### src/common/vtm_pkg.sv
package vtm_pkg;

	////////////////////////////////////////////////////////////////////////////
	// Register port geometry.
	localparam int ADDR_W = 8;
	localparam int DATA_W = 8;

	// Register offsets on the register port.
	localparam logic [ADDR_W-1:0] OFF_CTRL_STATUS = 8'h0E;
	localparam logic [ADDR_W-1:0] OFF_LEAD_LOW    = 8'h0F;
	localparam logic [ADDR_W-1:0] OFF_TRAIL_LOW   = 8'h10;

	////////////////////////////////////////////////////////////////////////////
	// Control/status field positions.
	localparam int BIT_START      = 0;
	localparam int BIT_AXIS       = 1;
	localparam int LEAD_HIGH_LSB  = 2;
	localparam int TRAIL_HIGH_LSB = 5;
	localparam int HIGH_W         = 3;

	// Reset values.
	localparam logic [DATA_W-1:0] RST_CTRL_STATUS = 8'hFC;
	localparam logic [DATA_W-1:0] RST_LOW         = 8'hFF;
	localparam logic [HIGH_W-1:0] RST_HIGH        = 3'h7;
	localparam logic [DATA_W-1:0] READ_UNMAPPED   = 8'h00;

	////////////////////////////////////////////////////////////////////////////
	// Measurement counter and special result values.
	localparam int               CNT_W          = 11;
	localparam logic [CNT_W-1:0] CNT_MAX        = 11'h7FF;
	localparam logic [CNT_W-1:0] CNT_ZERO       = 11'h000;
	localparam logic [CNT_W-1:0] CNT_ONE        = 11'h001;
	localparam logic [CNT_W-1:0] LEAD_NEG_VAL   = 11'h001;
	localparam logic [CNT_W-1:0] TRAIL_NEG_VAL  = 11'h000;

	// Frames spanned by one measurement, per axis.
	localparam logic [1:0] FRAMES_HORIZ = 2'h1;
	localparam logic [1:0] FRAMES_VERT  = 2'h2;

	// Oscillator clock rate of this build, in MHz.
	localparam int OSC_MHZ = 25;

	typedef enum logic [1:0] {
		PH_IDLE = 2'b00,
		PH_ARM  = 2'b01,
		PH_RUN  = 2'b10
	} vtm_phase_e;

endpackage

### src/design/vtm_timing_measure_unit.sv
// The strobed register port is this design's own decision.
`timescale 1ns/1ps

////////////////////////////////////////////////////////////////////////////////
// Behaviour
// One 11-bit counter does every measurement; all results are 11 bits.
// Axis bit 1 selects horizontal measurement, 0 selects vertical.
// Horizontal lead: minimum clocks from hsync fall to first video rise.
// Horizontal trail: minimum clocks from last video fall to hsync rise.
// Horizontal counting is suspended while vertical sync is high.
// Vertical lead: minimum hsync pulses from vsync fall to first video rise.
// Vertical trail: minimum hsync pulses from last video fall to vsync rise.
// Software sets start; hardware clears it at completion; zero writes ignored.
// Axis bit cannot change while start is one.
// Results move to result registers at the end; valid once start clears.
// Horizontal: wait next vsync pulse, track until following vsync rise, clear start.
// Vertical: track minima over two consecutive frames, then clear start.
// Counter overflow reports the affected result as 7FFh.
// Video never high during measurement reports the result as 7FFh.
// Video already high at sync fall reports the lead result as 1.
// Video still high at sync rise reports a distinctive trail value.
// Lead low byte to lead register, upper three bits to status bits 4:2.
// Trail low byte to trail register, upper three bits to status bits 7:5.
// Result registers hold horizontal minima when axis is 1, vertical when 0.
// Reset: control/status reads FCh, both low result registers read FFh.
// Status bits 7:2 are read-only results; bits 1:0 are software writable.
// Horizontal measurements count the oscillator clock.
// Sync inputs are treated as positive-going pulses.
// Minimum trackers preset to all ones when a measurement starts.
// Counter saturates at its maximum rather than wrapping.
module vtm_timing_measure_unit (
	input  wire logic                        clk,
	input  wire logic                        rst_n,
	input  wire logic [vtm_pkg::ADDR_W-1:0]  regAddr,
	input  wire logic [vtm_pkg::DATA_W-1:0]  regWrData,
	input  wire logic                        regWr,
	input  wire logic                        regRd,
	output logic      [vtm_pkg::DATA_W-1:0]  regRdData,
	input  wire logic                        hsyncOut,
	input  wire logic                        vsyncOut,
	input  wire logic                        activeVideoIn,
	output logic                             measureBusy
);
	import vtm_pkg::*;

	////////////////////////////////////////////////////////////////////////////
	// Input synchronisers. Bit 0 horizontal sync, bit 1 vertical sync,
	// bit 2 active video. The first stage feeds only the second stage.
	// Every edge acts three clocks after its pin moves. Both ends of an
	// interval share that delay, so measured lengths are unaffected.
	logic [2:0]       pinMeta_q;
	logic [2:0]       pinStab_q;
	logic [2:0]       pinPrev_q;

	always_ff @(posedge clk or negedge rst_n) begin
		if (!rst_n) begin
			pinMeta_q <= 3'h0;
			pinStab_q <= 3'h0;
			pinPrev_q <= 3'h0;
		end else begin
			pinMeta_q <= {activeVideoIn, vsyncOut, hsyncOut};
			pinStab_q <= pinMeta_q;
			pinPrev_q <= pinStab_q;
		end
	end

	logic             hRise;
	logic             hFall;
	logic             vRise;
	logic             vFall;
	logic             vHigh;
	logic             avHigh;
	logic             avRise;
	logic             avFall;

	// Both syncs are positive pulses: rise opens the pulse, fall closes it.
	assign hRise  = pinStab_q[0] & ~pinPrev_q[0];
	assign hFall  = ~pinStab_q[0] & pinPrev_q[0];
	assign vRise  = pinStab_q[1] & ~pinPrev_q[1];
	assign vFall  = ~pinStab_q[1] & pinPrev_q[1];
	assign vHigh  = pinStab_q[1];
	assign avHigh = pinStab_q[2];
	assign avRise = pinStab_q[2] & ~pinPrev_q[2];
	assign avFall = ~pinStab_q[2] & pinPrev_q[2];

	////////////////////////////////////////////////////////////////////////////
	// Software controls.
	logic             start_q;
	logic             axisHoriz_q;
	logic             ctrlWr;
	logic             measDone;

	assign ctrlWr = regWr && (regAddr == OFF_CTRL_STATUS);

	// Completion can only happen while start is one, and a write of one then
	// changes nothing, so when a set and a clear meet in the same cycle the clear wins.
	always_ff @(posedge clk or negedge rst_n) begin
		if (!rst_n) begin
			start_q <= 1'b0;
		end else if (measDone) begin
			start_q <= 1'b0;
		end else if (ctrlWr && regWrData[BIT_START]) begin
			start_q <= 1'b1;
		end
	end

	always_ff @(posedge clk or negedge rst_n) begin
		if (!rst_n) begin
			axisHoriz_q <= 1'b0;
		end else if (ctrlWr && !start_q) begin
			axisHoriz_q <= regWrData[BIT_AXIS];
		end
	end

	// Busy rises one clock after start so that the pin comes straight from a
	// flip-flop; it drops on the completion edge itself, in step with start.
	always_ff @(posedge clk or negedge rst_n) begin
		if (!rst_n) begin
			measureBusy <= 1'b0;
		end else begin
			measureBusy <= start_q && !measDone;
		end
	end

	////////////////////////////////////////////////////////////////////////////
	// Measurement sequencing.
	vtm_phase_e       phase_q;
	logic [1:0]       frameCnt_q;
	logic [1:0]       frameTarget;
	logic             active;

	// The frame counter stops one short of the target, because the closing
	// vsync rise itself ends the last frame.
	assign frameTarget = axisHoriz_q ? FRAMES_HORIZ : FRAMES_VERT;

	// The vsync fall that leaves the arm phase is already the first frame's
	// sync fall in vertical mode, so it is measured too.
	assign active = (phase_q == PH_RUN || (phase_q == PH_ARM && vFall))
	                && !(axisHoriz_q && vHigh);

	assign measDone = (phase_q == PH_RUN) && vRise
	                  && (frameCnt_q == frameTarget - 2'h1);

	always_ff @(posedge clk or negedge rst_n) begin
		if (!rst_n) begin
			phase_q    <= PH_IDLE;
			frameCnt_q <= 2'h0;
		end else begin
			unique case (phase_q)
				PH_IDLE: begin
					if (start_q) begin
						phase_q <= PH_ARM;
					end
				end
				PH_ARM: begin
					frameCnt_q <= 2'h0;
					if (vFall) begin
						phase_q <= PH_RUN;
					end
				end
				PH_RUN: begin
					if (measDone) begin
						phase_q <= PH_IDLE;
					end else if (vRise) begin
						frameCnt_q <= frameCnt_q + 2'h1;
					end
				end
				default: begin
					phase_q <= PH_IDLE;
				end
			endcase
		end
	end

	////////////////////////////////////////////////////////////////////////////
	// Shared interval counter. Lead and trail intervals never overlap within a
	// line or frame, so one counter serves both.
	logic             syncRise;
	logic             syncFall;
	logic             tick;
	logic [CNT_W-1:0] cnt_q;
	logic [CNT_W-1:0] cnt_d;

	assign syncRise = axisHoriz_q ? hRise : vRise;
	assign syncFall = axisHoriz_q ? hFall : vFall;
	// Horizontal counts oscillator clocks, vertical counts hsync pulses.
	assign tick     = axisHoriz_q ? 1'b1 : hRise;

	// A restart wins over a step, so an interval that opens in this cycle
	// already counts the tick that comes with it.
	always_comb begin
		cnt_d = cnt_q;
		if (active && (syncFall || avFall)) begin
			cnt_d = tick ? CNT_ONE : CNT_ZERO;
		end else if (active && tick && cnt_q != CNT_MAX) begin
			// Saturating keeps an overflowed interval from posing as a small minimum.
			cnt_d = cnt_q + CNT_ONE;
		end
	end

	always_ff @(posedge clk or negedge rst_n) begin
		if (!rst_n) begin
			cnt_q <= CNT_ZERO;
		end else begin
			cnt_q <= cnt_d;
		end
	end

	////////////////////////////////////////////////////////////////////////////
	// Interval endpoints.
	logic             leadWait_q;
	logic             trailArm_q;
	logic             leadCandOk;
	logic [CNT_W-1:0] leadCand;
	logic             trailCandOk;
	logic [CNT_W-1:0] trailCand;

	always_comb begin
		leadCandOk = 1'b0;
		leadCand   = CNT_MAX;
		if (active && syncFall && avHigh) begin
			leadCandOk = 1'b1;
			leadCand   = LEAD_NEG_VAL;
		end else if (active && avRise && leadWait_q) begin
			leadCandOk = 1'b1;
			leadCand   = cnt_q;
		end
	end

	always_comb begin
		trailCandOk = 1'b0;
		trailCand   = CNT_MAX;
		if (active && syncRise && avHigh) begin
			trailCandOk = 1'b1;
			trailCand   = TRAIL_NEG_VAL;
		end else if (active && syncRise && trailArm_q) begin
			trailCandOk = 1'b1;
			trailCand   = cnt_q;
		end
	end

	// While video stays low no candidate is ever offered, so the preset
	// maximum survives to the result.
	always_ff @(posedge clk or negedge rst_n) begin
		if (!rst_n) begin
			leadWait_q <= 1'b0;
		end else if (phase_q != PH_RUN && !active) begin
			leadWait_q <= 1'b0;
		end else if (active && syncFall) begin
			leadWait_q <= !avHigh;
		end else if (active && avRise) begin
			leadWait_q <= 1'b0;
		end
	end

	always_ff @(posedge clk or negedge rst_n) begin
		if (!rst_n) begin
			trailArm_q <= 1'b0;
		end else if (phase_q != PH_RUN && !active) begin
			trailArm_q <= 1'b0;
		end else if (active && syncRise) begin
			trailArm_q <= 1'b0;
		end else if (active && avFall) begin
			trailArm_q <= 1'b1;
		end
	end

	////////////////////////////////////////////////////////////////////////////
	// Minimum trackers.
	logic [CNT_W-1:0] leadMin_q;
	logic [CNT_W-1:0] trailMin_q;
	logic [CNT_W-1:0] leadMinNext;
	logic [CNT_W-1:0] trailMinNext;

	assign leadMinNext  = (leadCandOk && leadCand < leadMin_q) ? leadCand : leadMin_q;
	assign trailMinNext = (trailCandOk && trailCand < trailMin_q) ? trailCand : trailMin_q;

	always_ff @(posedge clk or negedge rst_n) begin
		if (!rst_n) begin
			leadMin_q  <= CNT_MAX;
			trailMin_q <= CNT_MAX;
		end else if (phase_q == PH_IDLE) begin
			leadMin_q  <= CNT_MAX;
			trailMin_q <= CNT_MAX;
		end else begin
			leadMin_q  <= leadMinNext;
			trailMin_q <= trailMinNext;
		end
	end

	////////////////////////////////////////////////////////////////////////////
	// Result registers. They change only at completion, so software reading
	// them while start is one still sees the previous measurement.
	logic [DATA_W-1:0] leadLow_q;
	logic [DATA_W-1:0] trailLow_q;
	logic [HIGH_W-1:0] leadHigh_q;
	logic [HIGH_W-1:0] trailHigh_q;

	always_ff @(posedge clk or negedge rst_n) begin
		if (!rst_n) begin
			leadLow_q   <= RST_LOW;
			leadHigh_q  <= RST_HIGH;
		end else if (measDone) begin
			leadLow_q   <= leadMinNext[DATA_W-1:0];
			leadHigh_q  <= leadMinNext[CNT_W-1:DATA_W];
		end
	end

	always_ff @(posedge clk or negedge rst_n) begin
		if (!rst_n) begin
			trailLow_q  <= RST_LOW;
			trailHigh_q <= RST_HIGH;
		end else if (measDone) begin
			trailLow_q  <= trailMinNext[DATA_W-1:0];
			trailHigh_q <= trailMinNext[CNT_W-1:DATA_W];
		end
	end

	////////////////////////////////////////////////////////////////////////////
	// Register reads, answered in the cycle after the strobe.
	logic [DATA_W-1:0] ctrlStatus;

	always_comb begin
		ctrlStatus                                      = RST_CTRL_STATUS;
		ctrlStatus[TRAIL_HIGH_LSB +: HIGH_W]            = trailHigh_q;
		ctrlStatus[LEAD_HIGH_LSB +: HIGH_W]             = leadHigh_q;
		ctrlStatus[BIT_AXIS]                            = axisHoriz_q;
		ctrlStatus[BIT_START]                           = start_q;
	end

	always_ff @(posedge clk or negedge rst_n) begin
		if (!rst_n) begin
			regRdData <= READ_UNMAPPED;
		end else if (regRd) begin
			case (regAddr)
				OFF_CTRL_STATUS: regRdData <= ctrlStatus;
				OFF_LEAD_LOW:    regRdData <= leadLow_q;
				OFF_TRAIL_LOW:   regRdData <= trailLow_q;
				default:         regRdData <= READ_UNMAPPED;
			endcase
		end
	end

endmodule

### config.mk
export PLATFORM = sky130hd
export DESIGN_NAME = vtm_timing_measure_unit
export DESIGN_NICKNAME = d
export VERILOG_FILES = /design/src/common/vtm_pkg.sv /design/src/design/vtm_timing_measure_unit.sv
export SDC_FILE = /design/constraint.sdc
export NUM_CORES = 1
export LEC_CHECK = 0
export BUFFER_PORTS_ARGS = -buffer_cell sky130_fd_sc_hd__buf_2
export CAP_MARGIN = 40
export CORE_MARGIN = 4
export CORE_UTILIZATION = 60
export CTS_BUF_LIST = sky130_fd_sc_hd__clkbuf_2
export DETAILED_ROUTE_END_ITERATION = 6
export PLACE_DENSITY = 0.9
export SETUP_SLACK_MARGIN = 0.4
export SLEW_MARGIN = 30
export SYNTH_ARGS = -nofsm -noshare
export SYNTH_HDL_FRONTEND = slang
export SYNTH_SLANG_ARGS = --single-unit
### constraint.sdc
create_clock -name clk -period 3.8 [get_ports clk]
set_input_delay 0.76 -clock clk [delete_from_list [all_inputs] [get_ports clk]]
set_output_delay 0.76 -clock clk [all_outputs]
set_load 0.01 [all_outputs]
# Yosys cells after proc, flatten, opt, wreduce, memory -nomap -nowiden

Cells that the tools add are included.

Bits in registers: 81
Bits of input ports: 23
Output and inout bits: 9
Word-level logic and storage cells: 121

$add $sub $neg: 3
$lt $le $gt $ge: 2
Equal/unequal tests: 13
Multiplexer cells: 35
Bitwise operators: 12
Reduce and logical (&&, ||, !) cells: 38

Operators with widths:

| cell                                                             | count |
|---|---|
| 11-bit 2-to-1 mux                                                | 10 |
| 8-bit case mux with 3 select lines                               | 1 |
| 1-bit logical AND                                                | 23 |
| 11-bit less-than comparator                                      | 2 |
| 8-bit by 4-bit == test with 1-bit output (second input constant) | 2 |
| 1-bit 2-to-1 mux                                                 | 16 |
| 2-bit 2-to-1 mux                                                 | 6 |
| 2-bit != test (second input constant)                            | 6 |
| 11-bit by 1-bit adder with 11-bit output (second input constant) | 1 |
| 11-bit != test (second input constant)                           | 1 |
| 8-bit by 5-bit == test with 1-bit output (second input constant) | 1 |
| 1-bit AND                                                        | 6 |
| 1-bit NOT                                                        | 6 |
| 2-bit case mux with 3 select lines                               | 1 |
| 3-bit AND reduction                                              | 2 |
| 2-bit nonzero test                                               | 3 |
| 3-bit nonzero test                                               | 2 |
| 1-bit zero test                                                  | 5 |
| 2-bit case mux with 2 select lines                               | 1 |
| 2-bit by 1-bit adder with 2-bit output (second input constant)   | 1 |
| 2-bit by 1-bit == test with 1-bit output (second input constant) | 1 |
| 2-bit == test                                                    | 1 |
| 2-bit == test (second input constant)                            | 1 |
| 2-bit zero test                                                  | 1 |
| other kinds (2)                                                  | 3 |

# Depth between registers and ports, before layout

Depth in word-level cells: 13
Gate-level depth with buffers: 12

# Worst setup path after synthesis

No wires, ideal clock.

Path kind: reg2reg
From: reg axisHoriz_q
To: reg leadHigh_q[0]
Library setup time: 0.091 ns
Arrival time: 2.828 ns
Required time: 3.709 ns
Path slack: 0.882 ns
Cell stages (with the launch flop): 13
Clock period less this slack: 2.918 ns
Cell sequence: dfrtp_1 buf_6 or3b_4 nand2_2 buf_2 o211ai_1 ha_1 nand4_1 a211oi_1 o41a_1 buf_6 nor4_4 o31ai_1

Word-level cells in the longest chain between the ends: 10
Elaborated cells between the ends (all ways): 19
Those cells by class: add/sub (1); order compare (1); eq/ne (1); mux (7); reduce/logical (9)

Ends and longest elaborated chain:

| item                            | RTL line                       | source |
|---|---|---|
| start: declaration              | vtm_timing_measure_unit.sv:89  | `logic axisHoriz_q;` |
| start signal: assignment        | vtm_timing_measure_unit.sv:111 | `axisHoriz_q <= regWrData[BIT_AXIS];` |
| 1-bit logical AND               | vtm_timing_measure_unit.sv:139 | `&& !(axisHoriz_q && vHigh);` |
| 1-bit zero test                 | vtm_timing_measure_unit.sv:139 |  |
| 1-bit logical AND               | vtm_timing_measure_unit.sv:139 |  |
| 1-bit logical AND (2 in series) | vtm_timing_measure_unit.sv:224 | `end else if (active && avRise && leadWait_q) begin` |
| 11-bit 2-to-1 mux               | vtm_timing_measure_unit.sv:224 |  |
| 11-bit 2-to-1 mux               | vtm_timing_measure_unit.sv:221 | `if (active && syncFall && avHigh) begin` |
| 11-bit less-than comparator     | vtm_timing_measure_unit.sv:275 | `assign leadMinNext = (leadCandOk && leadCand < leadMin_q) ? leadCand : leadMin_q;` |
| 1-bit logical AND               | vtm_timing_measure_unit.sv:275 |  |
| 11-bit 2-to-1 mux               | vtm_timing_measure_unit.sv:275 |  |
| end signal: assignment          | vtm_timing_measure_unit.sv:305 | `leadHigh_q <= leadMinNext[CNT_W-1:DATA_W];` |
| end: declaration                | vtm_timing_measure_unit.sv:296 | `logic [HIGH_W-1:0] leadHigh_q;` |

Parallel ways exist; a longest one is shown, timed or not.
A chain may end at the register's enable or synchronous reset.

# Final worst setup path

From: reg axisHoriz_q
To: reg leadLow_q[0]

Word-level cells in the longest chain between the ends: 10
Elaborated cells between the ends (all ways): 19
Those cells by class: add/sub (1); order compare (1); eq/ne (1); mux (7); reduce/logical (9)

Ends and longest elaborated chain:

| item                            | RTL line                       | source |
|---|---|---|
| 1-bit logical AND               | vtm_timing_measure_unit.sv:139 |  |
| 1-bit zero test                 | vtm_timing_measure_unit.sv:139 |  |
| 1-bit logical AND               | vtm_timing_measure_unit.sv:139 |  |
| 1-bit logical AND (2 in series) | vtm_timing_measure_unit.sv:224 |  |
| 11-bit 2-to-1 mux               | vtm_timing_measure_unit.sv:224 |  |
| 11-bit 2-to-1 mux               | vtm_timing_measure_unit.sv:221 |  |
| 11-bit less-than comparator     | vtm_timing_measure_unit.sv:275 |  |
| 1-bit logical AND               | vtm_timing_measure_unit.sv:275 |  |
| 11-bit 2-to-1 mux               | vtm_timing_measure_unit.sv:275 |  |
| end signal: assignment          | vtm_timing_measure_unit.sv:304 | `leadLow_q <= leadMinNext[DATA_W-1:0];` |
| end: declaration                | vtm_timing_measure_unit.sv:294 | `logic [DATA_W-1:0] leadLow_q;` |

Parallel ways exist; a longest one is shown, timed or not.

==> out/qor.txt <==
Grt ovf -> 0
Total number of vias -> 3,969
Clock H-tree levels -> 3
Clock root buffer master -> clkbuf_2
Status -> finished, final reports clean
CP Launch Type -> flop
Pre-Repair DR Iteration Count -> 5
Max clock buf depth -> 2
Area Growth Syn to Fin -> 5.44%
Setup TNS -> 0 ns
Syn Area/Cell -> 10.1 sq um
Vias per cell -> 6.67
Post-Syn Nets -> 517
Hold WS -> 0.117 ns
# nets final -> 532
Die width -> 97.3 um
Critical path data required time -> 4.29 ns
Antenna violations before repair -> 0
Area of the multi-input gates -> 2390 sq um
Seq/Total Area, Yosys -> 43.5%
Register area -> 2080 sq um
Clock tree sinks -> 81
Peak VDD IR -> 0.245 mV
Most frequent cell after synthesis -> dfstp_2
Crit path time final -> 3.26 ns
F_max -> 307 MHz
Initial Utilization -> 61.9%
Fill cells -> 612
EDFF count, synth -> 0
Worst Skew -> 0.0219 ns
Synth Cell Area -> 4780 sq um
WL per Instance -> 18.8 um
Port-buffer cells -> 25
Distinct cells, synth -> 67
Finish-stage setup viols -> 0
Crit Path Max Fanout -> 14
Core area -> 7730 sq um
Tcrit/Tclk final -> 85.8%
Max-Cap Viols -> 0
Synth area leader -> dfstp_2
Top cell type's share of synthesized area -> 24.2%
Largest net degree at the start of global routing -> 48
RSZ-0062 raised after global routing -> false
DRC viols -> 0
Synth cell count leaders -> dfstp_2, dfrtp_1, nand2_1
Die Area -> 9460 sq um
Site Rows -> 32
Die Height -> 97.3 um
CTS tree -> done
Ys flop type -> dfstp_2
Hold Fails Final Rpt -> 0
Dpl ws -> 0.174 ns
Hold_buf cts -> 0
Worst slew pin tran -> 0.566 ns
Gate Count Post-Synth -> 473
Clock slew at reported path FFs -> 0.24 ns
DPL Wire Length -> 7940 um
Worst setup margin -> 0.538 ns
Total Power -> 2.11 mW
Worst Path Class, Setup -> flop to flop
Total global-route track usage -> 24.0%
Final ANT Viol Nets -> 0
Yosys Warn Count -> 0
CP Capture Type -> flop
Synth top area cells -> dfstp_2, dfrtp_1, ha_1, nor4_4, o31ai_1
Fin. max-slew vios -> 0
Post-synth ARST share -> 100%
N_diodes -> 0
Leakage -> 2.12 nW
Vias in the first global route -> 3,920
Routed wire length -> 11,200 um
Number of synthesized register bits -> 81
Total power per unit cell area -> 418 nW/um^2
Hold Crit Class -> primary input to asynchronous set/reset pin
Iter 0 DRT Violations -> 307
Worst-Skew Late Latency -> 0.56 ns
Crit path DAT -> 3.75 ns
Global-route wire length before repair -> 18,900 um
Worst slew margin -> 62.1%
Ratio of cells with drive above 1 in the final layout -> 26.4%
IO Count -> 32
Gpl congestion -> 0.912
TritonCTS buffer count -> 9
[worst paths after layout]
kind / startpoint / to / slack, ns / cells after the start
setup / recovery: axisHoriz_q / leadLow_q[0] / 0.54 / 10
max in group asynchronous: rst_n / trailMin_q[8] / 3.05 / 2
setup reg to reg: axisHoriz_q / leadLow_q[0] / 0.54 / 10
hold / removal: rst_n / pinPrev_q[2] / 0.12 / 1
min in group clk: vsyncOut / pinMeta_q[1] / 0.28 / 1
hold reg to reg: pinMeta_q[1] / pinStab_q[1] / 0.38 / 0
[registers in the layout (all words and copies together) (netlist names), 8 cells and up]
signal      count
cnt_q          11
leadLow_q       8
leadMin_q      11
regRdData       8
trailLow_q      8
trailMin_q     11
[area by class of cell]
| type | instances | share of cell area [%] |
|---|---|---|
| Multi-Input combinational cell | 329 | 47.4 |
| Clock inverter | 7 | 1.14 |
| Clock buffer | 9 | 0.893 |
| Tap cell | 102 | 2.53 |
| Inverter | 30 | 2.23 |
| Sequential cell | 81 | 41.3 |
| Timing Repair Buffer | 37 | 4.51 |
[routing by layer]
metal  vias to the layer above  track usage [%]  part of all wire (%)
met4                         0             11.3                   3.2
li1                       1836                -                     -
met1                      1913             31.8                    42
met3                        35             4.38                   6.7
met5                         -                0                     0
met2                       185             38.3                    48
[worst max-delay path, cell delays in order (launching register included)]
cell and delay (ns):
dfrtp_2 0.55, or3b_4 0.45, nand2_4 0.17, o211ai_1 0.20
ha_1 0.40, nand4_1 0.13, a211oi_2 0.36, o41a_1 0.23
buf_4 0.31, nor4_1 0.11, o31ai_1 0.27
[logic make-up after synthesis]
kind of cell	synth area share, %
xor gates and xnor gates	0.549
AOI/OAI and AO/OA	23.1
adders and majority gates	5.49
DFF	43.5
buffers and inverters	7.51
muxes	0.445
and+or+nand+nor	19.4
[metrics by stage]
stage | instance area, sq um | util [%] | cells
CTS | 5010 | 64.8 | 592
detailed placement | 4890 | 63.3 | 576
global placement | 4860 | 62.9 | 575
global route | 5040 | 65.3 | 595
floorplan | 4780 | - | 473
finish | 5040 | 65.3 | 595
[placed cells by master (no fill, tap or decap), types with 6 or more instances in the layout]
master     synthesis  routed
clkbuf_2           0       9
nand3_1           15      15
o2bb2ai_1          9       9
a222oi_1           8       8
nor2_1            22      22
a21oi_1           11      11
buf_4              2      11
nor4_1            13      12
inv_1             29      29
or3_1              6       6
o211ai_1          10      10
ha_1              21      21
nand2_1           37      37
nand4_1            9       9
o21ai_1           15      15
dfrtp_1           37      36
nor4_4            10      10
a31oi_1           25      25
buf_2              8      25
o21ai_0           31      31
dfstp_2           44      44
o31ai_1           23      23
[what timing repair did]
item                       4_1_cts  5_1_grt
gates cloned                     0        1
pin swaps                        0        1
setup buffers                    0        1
gates resized for setup          3        5
setup endpoints to repair       35       41
[report_power, final]
group	leakage, nW	internal [mW]	switching, mW	total [mW]
sequential	0.950	1.02	0.111	1.14
clock	0.0642	0.0979	0.334	0.432
combinational	1.10	0.181	0.360	0.541
total	2.12	1.30	0.805	2.11
No activity file was read; power rests on OpenSTA's default activity.
